## config.mk

```make
export PLATFORM = sky130hd
export DESIGN_NAME = usart_cmd_ctrl
export DESIGN_NICKNAME = d
export VERILOG_FILES = /design/src/shared/usart_cmd_pkg.sv /design/src/design/usart_cmd_ctrl.sv /design/src/design/usart_in_sync.sv
export VERILOG_INCLUDE_DIRS = /design/src /design/src/shared
export SDC_FILE = /design/constraint.sdc
export NUM_CORES = 1
export LEC_CHECK = 0
export BUFFER_PORTS_ARGS = -buffer_cell sky130_fd_sc_hd__buf_2
export CAP_MARGIN = 10
export CORE_AREA = 2 2 118 120
export CTS_CLUSTER_SIZE = 10
export DETAILED_ROUTE_END_ITERATION = 16
export DIE_AREA = 0 0 120 122
export GPL_TIMING_DRIVEN = 1
export HOLD_SLACK_MARGIN = 0.06
export PLACE_DENSITY = 0.73
export SLEW_MARGIN = 20
export SYNTH_ARGS = -nofsm -noshare
export SYNTH_HDL_FRONTEND = slang
export SYNTH_HIERARCHICAL = 1
export SYNTH_SLANG_ARGS = --single-unit
```

## constraint.sdc

```tcl
create_clock -name i_ref_clk -period 2.53 [get_ports i_ref_clk]
set_clock_uncertainty 0.2 [all_clocks]
set_input_delay 0 -clock i_ref_clk [delete_from_list [all_inputs] [get_ports i_ref_clk]]
set_output_delay 0 -clock i_ref_clk [all_outputs]
set_load 0.01 [all_outputs]
```

## src/shared/usart_cmd_map.svh

```systemverilog
// offsets, field positions, reset values and counts of the command block
`ifndef USART_CMD_MAP_SVH
`define USART_CMD_MAP_SVH

// ----------------------------------------------------------------
// register offsets
// ----------------------------------------------------------------
`define OFS_CMD     8'h00
`define OFS_MODE    8'h04
`define OFS_STAT    8'h08
`define OFS_LOCK    8'h0c
`define OFS_TOVAL   8'h10

// ----------------------------------------------------------------
// command strobe bits
// ----------------------------------------------------------------
`define C_RX_RST    2
`define C_TX_RST    3
`define C_RX_EN     4
`define C_RX_DIS    5
`define C_TX_EN     6
`define C_TX_DIS    7
`define C_STAT_CLR  8
`define C_BRK_GO    9
`define C_BRK_END   10
`define C_TO_WAIT   11
`define C_SEND_ADDR 12
`define C_ITER_RST  13
`define C_NACK_CLR  14
`define C_TO_REARM  15
`define C_RTS_ON    18
`define C_RTS_OFF   19
`define C_LIN_ABT   20
`define C_LIN_WAKE  21

// ----------------------------------------------------------------
// mode fields, mask and reset values
// ----------------------------------------------------------------
`define M_PROTO     3:0
`define M_CLKSRC    5:4
`define M_CHAR_LEN_SEL      7:6
`define M_SPI_EDGE_PHASE      8
`define M_PAR       11:9
`define M_STOP      13:12
`define M_LOOP      15:14
`define M_SPI_IDLE_LEVEL      16
`define M_NINE      17
`define M_SERIAL_CLK_DRIVE      18
`define M_OVER      19
`define M_NACK_INHIBIT     20
`define M_REPEAT_NACK_LIMIT    21
`define M_INV       23
`define M_MAXIT     26:24
`define MODE_WMASK  32'h07bf_ffff
`define MODE_RST    32'h0000_0000
`define TOVAL_RST   17'h0_0000

// ----------------------------------------------------------------
// status layout and codes
// ----------------------------------------------------------------
`define ST_RX_ENABLE_CMD     0
`define ST_TX_ENABLE_CMD     1
`define ST_BRK      2
`define ST_TO       3
`define ST_ITER     4
`define ST_NACK     5
`define ST_ADDR     6
`define ST_LOCK     7
`define ST_ERR_LSB  16
`define ERR_TX_MASK 10'h100
`define PAR_MULTI   3'h6
`define CLK_MAIN    2'h0
`define CLK_DIV     2'h1
`define CLK_EXT     2'h3
`define DIV_LAST    3'h7
`define MARK_BITS   4'hc
`define CHAR_XTRA   4'h2

`endif

```

## src/shared/usart_cmd_pkg.sv

```systemverilog
// types of the serial command and mode block
package usart_cmd_pkg;

  typedef enum logic [3:0] {
    P_NORMAL    = 4'h0,
    P_RS485     = 4'h1,
    P_HANDSHAKE = 4'h2,
    P_ISO_T0    = 4'h4,
    P_ISO_T1    = 4'h6,
    P_IRDA      = 4'h8,
    P_LIN_MST   = 4'ha,
    P_LIN_SLV   = 4'hb,
    P_SPI_MST   = 4'he,
    P_SPI_SLV   = 4'hf
  } proto_t;

  typedef enum logic [1:0] {
    L_NORMAL = 2'h0,
    L_ECHO   = 2'h1,
    L_LOCAL  = 2'h2,
    L_REMOTE = 2'h3
  } loop_t;

  typedef enum logic [2:0] {
    B_IDLE = 3'h0,
    B_WAIT = 3'h1,
    B_LOW  = 3'h2,
    B_STOP = 3'h3,
    B_MARK = 3'h4
  } brk_t;

  typedef enum logic [0:0] {
    T_WAIT = 1'h0,
    T_RUN  = 1'h1
  } to_t;

  typedef struct packed {
    logic [2:0] ff;
    logic       val;
  } sync_t;

  typedef struct packed {
    logic [31:0] mode;
    logic [16:0] to_val;
    logic [16:0] to_cnt;
    to_t         to_st;
    logic        to_flag;
    brk_t        brk_st;
    logic [3:0]  bit_cnt;
    logic [9:0]  err;
    logic [2:0]  iter_cnt;
    logic [2:0]  div_cnt;
    logic        sck_prev;
    logic        rx_en;
    logic        tx_en;
    logic        lock;
    logic        retry;
    logic        nack;
    logic        addr_pend;
    logic        rts_lvl;
    logic        cs_force;
    logic        rx_rst;
    logic        tx_rst;
    logic        lin_abort;
    logic        lin_wake;
    logic        nack_send;
    logic        tx_go;
    logic        baud_en;
    logic        rts_n;
    logic        txd;
    logic        rx_line;
    logic        sck;
    logic        sck_oe;
    logic [3:0]  char_bits;
    logic [31:0] rdata;
  } core_t;

endpackage

```

## src/design/usart_cmd_ctrl.sv

```systemverilog
// command strobes, protected mode register and line control
//
// Function
// - disable beats enable in same write
// - status clear wipes the ten error flags
// - break starts after transmitter drains, once
// - break ends after character, then 12 marks
// - wait command clears flag, stalls counter
// - multidrop only: next character carries address
// - retry_limit_flag clear in card mode; nack clear
// - RTS low on assert, high on release
// - SPI master: chip select forced or released
// - LIN abort and wakeup pulses
// - mode writes ignored while locked
// - protocol field decodes ten line protocols
// - baud source: main, divide by eight, external
// - character 5 to 8 bits, or nine
// - check bit type field
// - stop bit count field
// - channel routing: normal, echo, local, remote
// - SPI idle clock level and edge phase
// - drive clock pin unless external source
// - SPI master waits for receive ready clear
// - count parity errors, limit NACKs, flag
// - invert data field both directions
// - 17-bit time-out counter per bit period
// - rearm restarts counter at once
`timescale 1ns/100ps
`include "usart_cmd_map.svh"
module usart_cmd_ctrl (
  // clock and reset
  input  wire logic        i_ref_clk,
  input  wire logic        i_rst,
  // register port
  input  wire logic [7:0]  i_addr,
  input  wire logic [31:0] i_wdata,
  input  wire logic        i_wr,
  input  wire logic        i_rd,
  output logic      [31:0] o_rdata,
  // line pins
  input  wire logic        i_rxd,
  input  wire logic        i_sck,
  output logic             o_txd,
  output logic             o_sck,
  output logic             o_sck_oe,
  output logic             o_rts_n,
  // transmitter and receiver side
  input  wire logic        i_tx_serial,
  input  wire logic        i_tx_data_bit,
  input  wire logic        i_rx_data_bit,
  input  wire logic        i_tx_idle,
  input  wire logic        i_tx_busy,
  input  wire logic        i_rx_ready,
  input  wire logic        i_rx_char,
  input  wire logic        i_bit_tick,
  input  wire logic        i_baud_clk,
  input  wire logic        i_thr_write,
  input  wire logic [9:0]  i_err_events,
  input  wire logic        i_iso_par_err,
  input  wire logic        i_iso_char_ok,
  input  wire logic        i_nack_rx,
  // control to transmitter and receiver
  output logic             o_rx_en,
  output logic             o_tx_en,
  output logic             o_rx_reset,
  output logic             o_tx_reset,
  output logic             o_tx_go,
  output logic             o_addr_bit,
  output logic             o_nack_send,
  output logic             o_lin_abort,
  output logic             o_lin_wake,
  output logic             o_timeout,
  output logic             o_rx_line,
  output logic             o_baud_en,
  // decoded mode
  output logic      [3:0]  o_protocol,
  output logic      [3:0]  o_char_bits,
  output logic      [2:0]  o_parity,
  output logic      [1:0]  o_stop_bits,
  output logic             o_sync_spi_edge_phase,
  output logic             o_spi_idle_level_bit_order_sel,
  output logic             o_over8,
  output logic             o_invert
);

  // ----------------------------------------------------------------
  // state and helpers
  // ----------------------------------------------------------------
  usart_cmd_pkg::core_t st_reg;
  usart_cmd_pkg::core_t st_next;
  logic        rxd_s;
  logic        sck_s;
  logic [31:0] cmd;
  logic        mode_wr;
  logic        is_spim;

  function automatic logic [3:0] char_bits_f(input logic [31:0] m);
    if (m[`M_NINE]) begin
      char_bits_f = 4'h9;
    end else begin
      char_bits_f = 4'h5 + {2'h0, m[`M_CHAR_LEN_SEL]};
    end
  endfunction

  usart_in_sync u_rxd_sync (
    .i_ref_clk (i_ref_clk),
    .i_rst     (i_rst),
    .i_pin     (i_rxd),
    .o_level   (rxd_s)
  );

  usart_in_sync u_sck_sync (
    .i_ref_clk (i_ref_clk),
    .i_rst     (i_rst),
    .i_pin     (i_sck),
    .o_level   (sck_s)
  );

  assign cmd = (i_wr && i_addr == `OFS_CMD) ? i_wdata : 32'h0000_0000;
  assign mode_wr = i_wr && i_addr == `OFS_MODE && !st_reg.lock;
  assign is_spim = st_reg.mode[`M_PROTO] == usart_cmd_pkg::P_SPI_MST;

  // ----------------------------------------------------------------
  // next state; clears come first so a same-cycle event wins
  // ----------------------------------------------------------------
  always_comb begin
    logic        tx_line;
    logic        rx_src;
    logic [31:0] stat;
    tx_line = 1'b1;
    rx_src  = 1'b1;
    stat    = 32'h0000_0000;
    st_next = st_reg;
    st_next.rx_rst    = cmd[`C_RX_RST];
    st_next.tx_rst    = cmd[`C_TX_RST];
    st_next.lin_abort = cmd[`C_LIN_ABT];
    st_next.lin_wake  = cmd[`C_LIN_WAKE];
    st_next.nack_send = 1'b0;
    // direction enables
    if (cmd[`C_RX_DIS]) begin
      st_next.rx_en = 1'b0;
    end else if (cmd[`C_RX_EN]) begin
      st_next.rx_en = 1'b1;
    end
    if (cmd[`C_TX_DIS]) begin
      st_next.tx_en = 1'b0;
    end else if (cmd[`C_TX_EN]) begin
      st_next.tx_en = 1'b1;
    end
    // configuration; the time-out value shares the mode protection
    if (mode_wr) begin
      st_next.mode = i_wdata & `MODE_WMASK;
    end
    if (i_wr && i_addr == `OFS_LOCK) begin
      st_next.lock = i_wdata[0];
    end
    if (i_wr && i_addr == `OFS_TOVAL && !st_reg.lock) begin
      st_next.to_val = i_wdata[16:0];
    end
    st_next.char_bits = char_bits_f(st_next.mode);
    // error flags
    if (cmd[`C_STAT_CLR]) begin
      st_next.err = 10'h000;
    end
    if (cmd[`C_RX_RST]) begin
      st_next.err = st_next.err & `ERR_TX_MASK;
      st_next.to_flag = 1'b0;
      st_next.to_st = usart_cmd_pkg::T_WAIT;
      st_next.iter_cnt = 3'h0;
    end
    if (cmd[`C_TX_RST]) begin
      st_next.err = st_next.err & ~`ERR_TX_MASK;
      st_next.brk_st = usart_cmd_pkg::B_IDLE;
      st_next.addr_pend = 1'b0;
    end
    st_next.err = st_next.err | i_err_events;
    // non-acknowledge and iterations
    if (cmd[`C_NACK_CLR]) begin
      st_next.nack = 1'b0;
    end
    if (i_nack_rx) begin
      st_next.nack = 1'b1;
    end
    if (cmd[`C_ITER_RST] &&
        (st_reg.mode[`M_PROTO] == usart_cmd_pkg::P_ISO_T0 ||
         st_reg.mode[`M_PROTO] == usart_cmd_pkg::P_ISO_T1)) begin
      st_next.retry = 1'b0;
      st_next.iter_cnt = 3'h0;
    end
    if (i_iso_char_ok) begin
      st_next.iter_cnt = 3'h0;
    end
    if (i_iso_par_err) begin
      if (!st_reg.mode[`M_REPEAT_NACK_LIMIT]) begin
        st_next.nack_send = !st_reg.mode[`M_NACK_INHIBIT];
      end else if (st_reg.iter_cnt < st_reg.mode[`M_MAXIT]) begin
        st_next.nack_send = 1'b1;
        st_next.iter_cnt = st_reg.iter_cnt + 3'h1;
      end else begin
        st_next.retry = 1'b1;
      end
    end
    // address bit for the next character; a same-cycle command wins
    if (i_thr_write) begin
      st_next.addr_pend = 1'b0;
    end
    if (cmd[`C_SEND_ADDR] && st_reg.mode[`M_PAR] == `PAR_MULTI) begin
      st_next.addr_pend = 1'b1;
    end
    // the same two strobes drive RTS or the SPI chip select
    if (is_spim) begin
      if (cmd[`C_RTS_ON]) begin
        st_next.cs_force = 1'b1;
      end
      if (cmd[`C_RTS_OFF]) begin
        st_next.cs_force = 1'b0;
      end
    end else begin
      if (cmd[`C_RTS_ON]) begin
        st_next.rts_lvl = 1'b0;
      end
      if (cmd[`C_RTS_OFF]) begin
        st_next.rts_lvl = 1'b1;
      end
    end
    st_next.rts_n = is_spim ? !(st_next.cs_force || i_tx_busy)
                            : st_next.rts_lvl;
    // break sequence
    case (st_reg.brk_st)
      usart_cmd_pkg::B_IDLE: begin
        if (cmd[`C_BRK_GO] && !cmd[`C_TX_RST]) begin
          st_next.brk_st = usart_cmd_pkg::B_WAIT;
        end
      end
      usart_cmd_pkg::B_WAIT: begin
        if (i_tx_idle && !cmd[`C_TX_RST]) begin
          st_next.brk_st = usart_cmd_pkg::B_LOW;
          st_next.bit_cnt = 4'h0;
        end
      end
      usart_cmd_pkg::B_LOW,
      usart_cmd_pkg::B_STOP: begin
        if (i_bit_tick && st_reg.bit_cnt != 4'hf) begin
          st_next.bit_cnt = st_reg.bit_cnt + 4'h1;
        end
        if (cmd[`C_BRK_END] && !cmd[`C_TX_RST]) begin
          st_next.brk_st = usart_cmd_pkg::B_STOP;
        end
        if (st_reg.brk_st == usart_cmd_pkg::B_STOP && !cmd[`C_TX_RST] &&
            st_reg.bit_cnt >= st_reg.char_bits + `CHAR_XTRA) begin
          st_next.brk_st = usart_cmd_pkg::B_MARK;
          st_next.bit_cnt = 4'h0;
        end
      end
      usart_cmd_pkg::B_MARK: begin
        if (i_bit_tick && !cmd[`C_TX_RST]) begin
          if (st_reg.bit_cnt == `MARK_BITS - 4'h1) begin
            st_next.brk_st = usart_cmd_pkg::B_IDLE;
          end else begin
            st_next.bit_cnt = st_reg.bit_cnt + 4'h1;
          end
        end
      end
      default: begin
        st_next.brk_st = usart_cmd_pkg::B_IDLE;
      end
    endcase
    // receiver time-out; a zero value keeps it silent
    if (cmd[`C_TO_WAIT]) begin
      st_next.to_flag = 1'b0;
      st_next.to_st = usart_cmd_pkg::T_WAIT;
    end
    if (cmd[`C_TO_REARM]) begin
      st_next.to_cnt = st_reg.to_val;
      st_next.to_st = usart_cmd_pkg::T_RUN;
    end else if (i_rx_char) begin
      st_next.to_cnt = st_reg.to_val;
      st_next.to_st = usart_cmd_pkg::T_RUN;
    end else if (st_reg.to_st == usart_cmd_pkg::T_RUN && i_bit_tick &&
                 st_reg.to_val != 17'h0_0000) begin
      if (st_reg.to_cnt <= 17'h0_0001) begin
        st_next.to_cnt = 17'h0_0000;
        st_next.to_flag = 1'b1;
        st_next.to_st = usart_cmd_pkg::T_WAIT;
      end else begin
        st_next.to_cnt = st_reg.to_cnt - 17'h0_0001;
      end
    end
    // baud enable: every cycle, every eighth, or external rising edge
    st_next.sck_prev = sck_s;
    st_next.div_cnt = st_reg.div_cnt + 3'h1;
    case (st_reg.mode[`M_CLKSRC])
      `CLK_MAIN: st_next.baud_en = 1'b1;
      `CLK_DIV:  st_next.baud_en = st_reg.div_cnt == `DIV_LAST;
      `CLK_EXT:  st_next.baud_en = sck_s && !st_reg.sck_prev;
      default:   st_next.baud_en = 1'b0;
    endcase
    // line routing; inversion touches only the data field
    if (st_reg.brk_st == usart_cmd_pkg::B_LOW ||
        st_reg.brk_st == usart_cmd_pkg::B_STOP) begin
      tx_line = 1'b0;
    end else if (st_reg.brk_st == usart_cmd_pkg::B_MARK) begin
      tx_line = 1'b1;
    end else begin
      tx_line = i_tx_serial ^ (st_reg.mode[`M_INV] & i_tx_data_bit);
    end
    case (st_reg.mode[`M_LOOP])
      usart_cmd_pkg::L_ECHO: begin
        st_next.txd = rxd_s;
        rx_src = rxd_s;
      end
      usart_cmd_pkg::L_LOCAL: begin
        st_next.txd = 1'b1;
        rx_src = tx_line;
      end
      usart_cmd_pkg::L_REMOTE: begin
        st_next.txd = rxd_s;
        rx_src = 1'b1;
      end
      default: begin
        st_next.txd = tx_line;
        rx_src = rxd_s;
      end
    endcase
    st_next.rx_line = rx_src ^ (st_reg.mode[`M_INV] & i_rx_data_bit);
    // serial clock pin
    st_next.sck_oe = st_reg.mode[`M_SERIAL_CLK_DRIVE] &&
                     st_reg.mode[`M_CLKSRC] != `CLK_EXT;
    if (st_reg.mode[3:1] == 3'h7) begin
      st_next.sck = i_tx_busy ? st_reg.mode[`M_SPI_IDLE_LEVEL] ^ i_baud_clk
                              : st_reg.mode[`M_SPI_IDLE_LEVEL];
    end else begin
      st_next.sck = i_baud_clk;
    end
    st_next.tx_go = st_next.tx_en &&
                    !(is_spim && st_reg.mode[`M_NACK_INHIBIT] && i_rx_ready);
    // read port: data only in the cycle after the strobe
    stat[`ST_RX_ENABLE_CMD] = st_reg.rx_en;
    stat[`ST_TX_ENABLE_CMD] = st_reg.tx_en;
    stat[`ST_BRK]  = st_reg.brk_st != usart_cmd_pkg::B_IDLE;
    stat[`ST_TO]   = st_reg.to_flag;
    stat[`ST_ITER] = st_reg.retry;
    stat[`ST_NACK] = st_reg.nack;
    stat[`ST_ADDR] = st_reg.addr_pend;
    stat[`ST_LOCK] = st_reg.lock;
    stat[`ST_ERR_LSB +: 10] = st_reg.err;
    st_next.rdata = 32'h0000_0000;
    if (i_rd) begin
      case (i_addr)
        `OFS_MODE:  st_next.rdata = st_reg.mode;
        `OFS_STAT:  st_next.rdata = stat;
        `OFS_LOCK:  st_next.rdata = {31'h0000_0000, st_reg.lock};
        `OFS_TOVAL: st_next.rdata = {15'h0000, st_reg.to_val};
        default:    st_next.rdata = 32'h0000_0000;
      endcase
    end
  end

  always_ff @(posedge i_ref_clk) begin
    if (i_rst) begin
      st_reg         <= '0;
      st_reg.mode    <= `MODE_RST;
      st_reg.to_val  <= `TOVAL_RST;
      st_reg.rts_lvl <= 1'b1;
      st_reg.rts_n   <= 1'b1;
      st_reg.txd     <= 1'b1;
      st_reg.rx_line <= 1'b1;
      // the clock synchroniser resets high; no false edge after reset
      st_reg.sck_prev <= 1'b1;
      st_reg.char_bits <= 4'h5;
    end else begin
      st_reg <= st_next;
    end
  end

  // ----------------------------------------------------------------
  // outputs
  // ----------------------------------------------------------------
  assign o_rdata     = st_reg.rdata;
  assign o_txd       = st_reg.txd;
  assign o_sck       = st_reg.sck;
  assign o_sck_oe    = st_reg.sck_oe;
  assign o_rts_n     = st_reg.rts_n;
  assign o_rx_en     = st_reg.rx_en;
  assign o_tx_en     = st_reg.tx_en;
  assign o_rx_reset  = st_reg.rx_rst;
  assign o_tx_reset  = st_reg.tx_rst;
  assign o_tx_go     = st_reg.tx_go;
  assign o_addr_bit  = st_reg.addr_pend;
  assign o_nack_send = st_reg.nack_send;
  assign o_lin_abort = st_reg.lin_abort;
  assign o_lin_wake  = st_reg.lin_wake;
  assign o_timeout   = st_reg.to_flag;
  assign o_rx_line   = st_reg.rx_line;
  assign o_baud_en   = st_reg.baud_en;
  assign o_protocol  = st_reg.mode[`M_PROTO];
  assign o_char_bits = st_reg.char_bits;
  assign o_parity    = st_reg.mode[`M_PAR];
  assign o_stop_bits = st_reg.mode[`M_STOP];
  assign o_sync_spi_edge_phase = st_reg.mode[`M_SPI_EDGE_PHASE];
  assign o_spi_idle_level_bit_order_sel = st_reg.mode[`M_SPI_IDLE_LEVEL];
  assign o_over8     = st_reg.mode[`M_OVER];
  assign o_invert    = st_reg.mode[`M_INV];
endmodule

```

## src/design/usart_in_sync.sv

```systemverilog
// three-stage pin synchroniser with agreement filter
`timescale 1ns/100ps
module usart_in_sync (
  // clock and reset
  input  wire logic i_ref_clk,
  input  wire logic i_rst,
  // pin side
  input  wire logic i_pin,
  // filtered level
  output logic      o_level
);

  usart_cmd_pkg::sync_t st_reg;
  usart_cmd_pkg::sync_t st_next;

  // first stage feeds only the second; a change counts once 2 and 3 agree
  always_comb begin
    st_next = st_reg;
    st_next.ff = {st_reg.ff[1:0], i_pin};
    if (st_reg.ff[1] == st_reg.ff[2]) begin
      st_next.val = st_reg.ff[2];
    end
  end

  // idle serial lines rest high
  always_ff @(posedge i_ref_clk) begin
    if (i_rst) begin
      st_reg <= '1;
    end else begin
      st_reg <= st_next;
    end
  end

  assign o_level = st_reg.val;

endmodule

```

==> results of run 1 <==
[worst max path at each step]
stage                     depth (start not counted)         end           from  slack [ns]
final                                             5       o_sck  o_protocol[2]        0.09
after global routing                              7  st_reg[92]     st_reg[84]       -0.02
after CTS                                        10  st_reg[76]     st_reg[73]       0.001
after detailed placement                         10  st_reg[76]     st_reg[73]       0.007
after global placement                           10  st_reg[76]     st_reg[73]        0.09
after floorplan                                   8  st_reg[76]     st_reg[73]        0.04
[through the flow]
stage               std cells  utilization [%]  worst slack (ns)  cell area (um2)
global placement         1007             52.2            0.0868             7060
global route             1125             63.5           -0.0236             8580
finish                   1125             63.5            0.0852             8580
detailed placement       1007             52.2           0.00686             7060
CTS                      1123             63.0           0.00139             8510
floorplan                 754                -            0.0407             6460
[cell families (layout without fill, tap and decap cells)]
group / Yosys count / count (layout) / synth area share [%]
fa+ha+maj: 14 / 14 / 2.72
buf+inv: 98 / 289 / 8.68
compound gates: 189 / 189 / 19.4
xor+xnor: 8 / 8 / 1.09
other cells: 1 / 5 / 0.0582
mux: 9 / 9 / 1.48
simple gates: 286 / 286 / 21.5
flops: 145 / 145 / 45.1
[cell type report]
class / count / area [um2]
fill: 1114 / 4920
multi-input combinational: 511 / 3060
sequential: 145 / 2900
timing repair buffer: 243 / 1750
clock buffer: 18 / 429
tap: 180 / 225
clock inverter: 12 / 161
inverter: 16 / 60.1
[worst max-delay path: cells and delay by family (launching register included)]
kind	cells	cell delay (ns)
AOI/OAI and AO/OA	2	0.29
buffers and inverters	2	1.17
DFF	1	0.45
and+or+nand+nor	1	0.22
[per-layer routing]
layer  wire length, um  up-vias
met2              9220      314
met3              1600       42
met4               561        0
li1                  -     2990
met5                 0        -
met1              8290     2934
[placed cells by master, fill, tap and decap left out, types with 4 or more instances in the layout]
| cell | Yosys | layout |
|---|---|---|
| dfxtp_1 | 145 | 144 |
| nor3_1 | 12 | 11 |
| a21oi_1 | 76 | 76 |
| buf_4 | 46 | 33 |
| buf_2 | 11 | 122 |
| nand2b_1 | 5 | 5 |
| a22oi_1 | 18 | 18 |
| and2_1 | 6 | 6 |
| nand3_1 | 16 | 16 |
| a31oi_1 | 5 | 5 |
| clkbuf_16 | 0 | 17 |
| nor4_1 | 4 | 4 |
| nor2b_1 | 8 | 8 |
| and3_1 | 16 | 15 |
| inv_1 | 15 | 15 |
| mux2i_1 | 5 | 5 |
| o31ai_1 | 5 | 4 |
| a211oi_1 | 4 | 4 |
| or3_1 | 4 | 4 |
| o21a_1 | 4 | 4 |
| nand2_1 | 105 | 105 |
| o21ai_0 | 26 | 26 |
| a222oi_1 | 14 | 14 |
| xor2_1 | 7 | 7 |
| nand4_1 | 7 | 7 |
| ha_1 | 14 | 14 |
| a21o_1 | 4 | 4 |
| dlygate4sd3_1 | 0 | 86 |
| nor2_1 | 75 | 74 |
| or2_1 | 6 | 6 |
| nand3b_1 | 5 | 5 |
| conb_1 | 1 | 5 |
| mux2_2 | 4 | 4 |
[report_power, final]
group          internal [mW]  total [mW]  switching (mW)
registers               2.32        2.33          0.0184
clock network           1.55        2.54           0.997
logic                  0.194       0.398           0.205
total                   4.06        5.28            1.22
[repair_timing]
item,4_1_cts,5_1_grt
endpoints found under the setup margin,0,14
setup buffers,0,2
hold buffers,86,0
gates resized for setup,0,14
hold endpoints to repair,114,0
==> out/results.tsv, run 1 <==
metric	value	unit
min_period_over_period	96.6	%
ys_warn_count	6	
synth_top_cell_area_share	45.1	%
maxCapViolCount	0	
rsz0062_at_grt	yes	
synth_async_sr_flop_share	0	%
grt_pass1_wl	30.2	mm
synth.most_common_cell	dfxtp_1	
r2r-end	o_sck	
ys_types	69	
synth_edf_count	0	
hold_class	in -> reg	
die_x	120	um
slew_violations	0	
grt_use_met1	34.4	%
path_class	reg -> reg	
tightest_slew	0.817	ns
ant_nets	0	
wl_per_cell	17.5	um
cts-buffers-inserted	17	
drt_wl_total	19.7	mm
cts-root-buf	clkbuf_16	
io_pins	134	
largest_reg_flops	77	
r2r_cells	5	
clock_latency	0.42	ns
grt_remaining_overflow	0	
total_power	5.28	mW
grt_max_degree	50	
leakage	3.56	nW
timing.fmax	409	MHz
clk_path_buf_depth	2	
finalSetupViolCount	0	
start_util	47.7	%
nNetsFinal	1017	
core	0.0135	mm2
crit_path_cell_trace	nand3_1 > o21ai_0 > dlygate4sd3_1 > a21oi_1 > dlygate4sd3_1	
place_congestion	0.887	
synthToLayoutAreaGrowth	33.2	%
min_to	u_rxd_sync/st_next[2]	
cp_max_fo	5	
insertedDiodeCount	0	
cpMostUsedCell	dlygate4sd3_1	
yosys-top-cells-count	145 x dfxtp_1, 105 x nand2_1, 76 x a21oi_1	
netlist_area	0.00644	mm2
r2r_start	o_protocol[2]	
row_count	43	
ys.flop_type	dfxtp_1	
drc_errors	0	
rrSetupSlack	0.09	ns
port-buffer-count	122	
grt-busiest-layer	met2	
peakVddDrop	0.000472	V
end_kind	flop	
synth_area_leaders	dfxtp_1 45%, nand2_1 6.1%, a21oi_1 5.9%	
cp_data_arrival_time	2.56	ns
htreeDepth	4	
dr_total_vias	6280	
crit_path_start_kind	flop	
cts.clk_slew.worst_paths	0.06	ns
slowest_delay	0.59	ns
hold_path_depth	3	
hpwlAfterDp	12.8	mm
seq_area_frac_synth	45.1	%
antenna_found_initial	0	
fin_setup_tns	0	ns
viasPerCell	5.58	
maxSlewHeadroom	45.1	%
syn-instance-count	750	
use_met2	43.7	%
die_y	122	um
syn_area_per_cell	8.59	um2
use_met3	6.23	%
drive_above_1_share	22.6	%
cts.sink_count	145	
power_density	615	mW/mm2
ys_ff_latch	145	
min_from	i_rxd	
first_iter_violations	669	
grt_pass1_vias	5826	
cts_tree	yes	
final.min_clock_period	2.44	ns
finalHoldViolations	0	
fin_hold_ws	0.0887	ns
cp_slowest_cell	dlygate4sd3_1	
grtUsageTotal	26.9	%
status	finished, final reports clean	
synth_top_area_cell	dfxtp_1	
cp_data_required_time	2.64	ns
die-area	0.0146	mm2
first_pass_iters	7	
No activity file was read; power rests on OpenSTA's default activity.
==> run 2, diff against run 1 <==
--- a/config.mk
+++ b/config.mk
@@ -7,7 +7,6 @@
 export NUM_CORES = 1
 export LEC_CHECK = 0
 export BUFFER_PORTS_ARGS = -buffer_cell sky130_fd_sc_hd__buf_2
-export CAP_MARGIN = 10
 export CORE_AREA = 2 2 118 120
 export CTS_CLUSTER_SIZE = 10
 export DETAILED_ROUTE_END_ITERATION = 16
==> constraint.sdc (replaced) <==
create_clock -name i_ref_clk -period 2.53 [get_ports i_ref_clk]
set_clock_uncertainty 0.2 [all_clocks]
set_input_delay 0.3795 -clock i_ref_clk [delete_from_list [all_inputs] [get_ports i_ref_clk]]
set_output_delay 0.3795 -clock i_ref_clk [all_outputs]
set_load 0.01 [all_outputs]
==> run 2 against run 1 <==
Global-route usage is 1.0 points lower. Total power rose by 2.5%. Core utilization decreased by 2.7 points. Setup slack improved by 0.0014 ns. Sequential power about the same. Worst hold slack worse by 0.021 ns. Die area unchanged. Cell area shrank 4.3%. Cell count decreased by 3.6%. Maximum frequency about the same. Non-clock buffer count decreased by 43. Via count is 4.0% lower. Largest cell class unchanged. Largest power group unchanged.
==> out/results.tsv, run 2 (same netlist as run 1, synthesis figures left out) <==
metric	value	unit	change
status	finished, final reports clean		
final_cell_area	0.00821	mm2	-4.3%
start_util	47.7	%	unchanged
critPathLaunch	st_reg[91]		
slowest_delay	0.55	ns	-0.04 ns
grt_pass1_wl	29.4	mm	-2.6%
cts-root-buf	clkbuf_16		
maxSlewHeadroom	53.6	%	+8.4 points
cp_top_family	simple AND/OR/NAND/NOR gates		
dr_total_vias	6027		-4.0%
cp_max_fo	8		+3
largest_reg_flops	77		unchanged
wl_per_cell	17.2	um	-1.4%
grt_pass1_vias	5757		-1.2%
cts.sink_count	145		unchanged
peakVddDrop	0.000554	V	+17%
maxCapViolCount	0		unchanged
first_pass_iters	8		+1
crit_path_start_kind	flop		
drc_errors	0		unchanged
drive_above_1_share	24.7	%	+2.0 points
clock_latency	0.43	ns	about the same
p_clk_share	50.4	%	+2.2 points
timing.fmax	409	MHz	about the same
min_from	i_wdata[17]		
cp_data_arrival_time	2.55	ns	about the same
nNetsFinal	974		-4.2%
rsz0062_at_grt	yes		
tightest_slew	0.692	ns	-0.126 ns
grt_remaining_overflow	0		unchanged
die-area	0.0146	mm2	unchanged
p_seq_share	43.2	%	-1.0 points
slew_violations	0		unchanged
cpMostUsedCell	nor3_4		
ant_nets	0		unchanged
cts.clk_slew.worst_paths	0.06	ns	about the same
cts_tree	yes		
antenna_found_initial	0		unchanged
end_kind	flop		
core	0.0135	mm2	unchanged
r2r_start	st_reg[91]		
port-buffer-count	122		unchanged
htreeDepth	4		unchanged
power_density	659	mW/mm2	+7.2%
die_x	120	um	unchanged
synthToLayoutAreaGrowth	27.4	%	
comb_power_share	6.5	%	-1.0 points
path_class	reg -> reg		
finalHoldViolations	0		unchanged
final.min_clock_period	2.44	ns	-0.00143 ns
crit_buf_inv	1		-1
drt_wl_total	18.7	mm	-5.0%
die_y	122	um	unchanged
min_period_over_period	96.6	%	about the same
grt_max_degree	33		-34%
cp_slowest_cell	or4_4		
grtUsageTotal	25.8	%	-1.0 points
cts-buffers-inserted	17		unchanged
finalSetupViolCount	0		unchanged
crit_path_cell_trace	or4_4 > or3_4 > nor3_4 > buf_6 > nor3_4 > a222oi_1 > nor2_1		
n_fill_cell	1170		+5.0%
insertedDiodeCount	0		unchanged
post-route-util	60.8	%	-2.7 points
hpwlAfterDp	13.0	mm	+1.0%
row_count	43		unchanged
viasPerCell	5.56		-0.40%
leakage	3.40	nW	-4.5%
first_iter_violations	567		-15%
final_cell_mix	142 x dfxtp_1, 122 x buf_2, 105 x nand2_1		
io_pins	134		unchanged
cp_data_required_time	2.64	ns	about the same
place_congestion	0.933		+5.2%
final_common_cell	dfxtp_1		
place_area	0.00710	mm2	+0.66%
switching_share	23.0	%	-0.16 points
p_switching	1.24	mW	+1.8%
hold_class	in -> reg		
internal_power	4.17	mW	+2.7%
clk_path_buf_depth	2		unchanged
==> run 2: cell count changes in the layout (fill, tap and decap cells not counted), moves of 2 or more <==
cell and change:
dfxtp_1 -2, dlygate4sd3_1 -46, dfxtp_2 +2, buf_4 +3
==> run 2: layout make-up <==
type | instances | area, um2 | area share (%)
multi-input combinational | 511 | 3070 | 37.4
sequential | 145 | 2910 | 35.4
timing repair buffer | 200 | 1300 | 15.9
clock buffer | 18 | 439 | 5.35
tap | 180 | 225 | 2.74
clock inverter | 14 | 203 | 2.47
inverter | 16 | 60.1 | 0.731
==> run 2: tightest hold or removal path, stage by stage <==
cell	delay [ns]
buf_2	0.10
nor3b_1	0.04
o21ai_0	0.14
==> run 2: metrics by stage <==
| stage | hold WS [ns] | cells | setup slack (ns) | setup TNS [ns] | power, mW |
|---|---|---|---|---|---|
| floorplan | 0.185 | 754 | 0.0197 | 0 | 2.54 |
| global route | 0.0767 | 1084 | -0.0388 | -0.0388 | 5.57 |
| global placement | 0.190 | 1012 | 0.00171 | 0 | 2.67 |
| finish | 0.0681 | 1084 | 0.0867 | 0 | 5.41 |
| detailed placement | 0.194 | 1012 | -0.0127 | -0.0127 | 2.67 |
| CTS | 0.0613 | 1084 | 0.00130 | 0 | 5.42 |
==> run 2: timing repair <==
item	4_1_cts	5_1_grt
hold endpoints to repair	57	0
setup endpoints to repair	0	15
hold buffers	40	0
setup buffers	0	0
resized for setup	0	16
==> run 2: power groups by stage <==
stage	Combinational, mW	Sequential (mW)	Clock [mW]
floorplan	0.154	2.38	0
detailed placement	0.287	2.38	0
CTS	0.336	2.33	2.75
global placement	0.284	2.38	0
global route	0.378	2.34	2.85
finish	0.350	2.33	2.73
==> run 2: routing by layer <==
metal  vias up  track usage (%)  wire length [um]
met4         0             8.60               366
li1       2892                -                 -
met3        38             6.69              1560
met2       262             43.2              8820
met1      2835             32.6              7930
met5         -                0                 0
==> run 2: worst paths after layout <==
kind | endpoint | depth (start not counted) | slack (ns)
hold reg to reg | u_rxd_sync/st_next[3] | 1 | 0.21
setup reg to reg | st_reg[95] | 7 | 0.09
setup / recovery | st_reg[95] | 7 | 0.09
hold / removal | o_char_bits[0] | 3 | 0.07
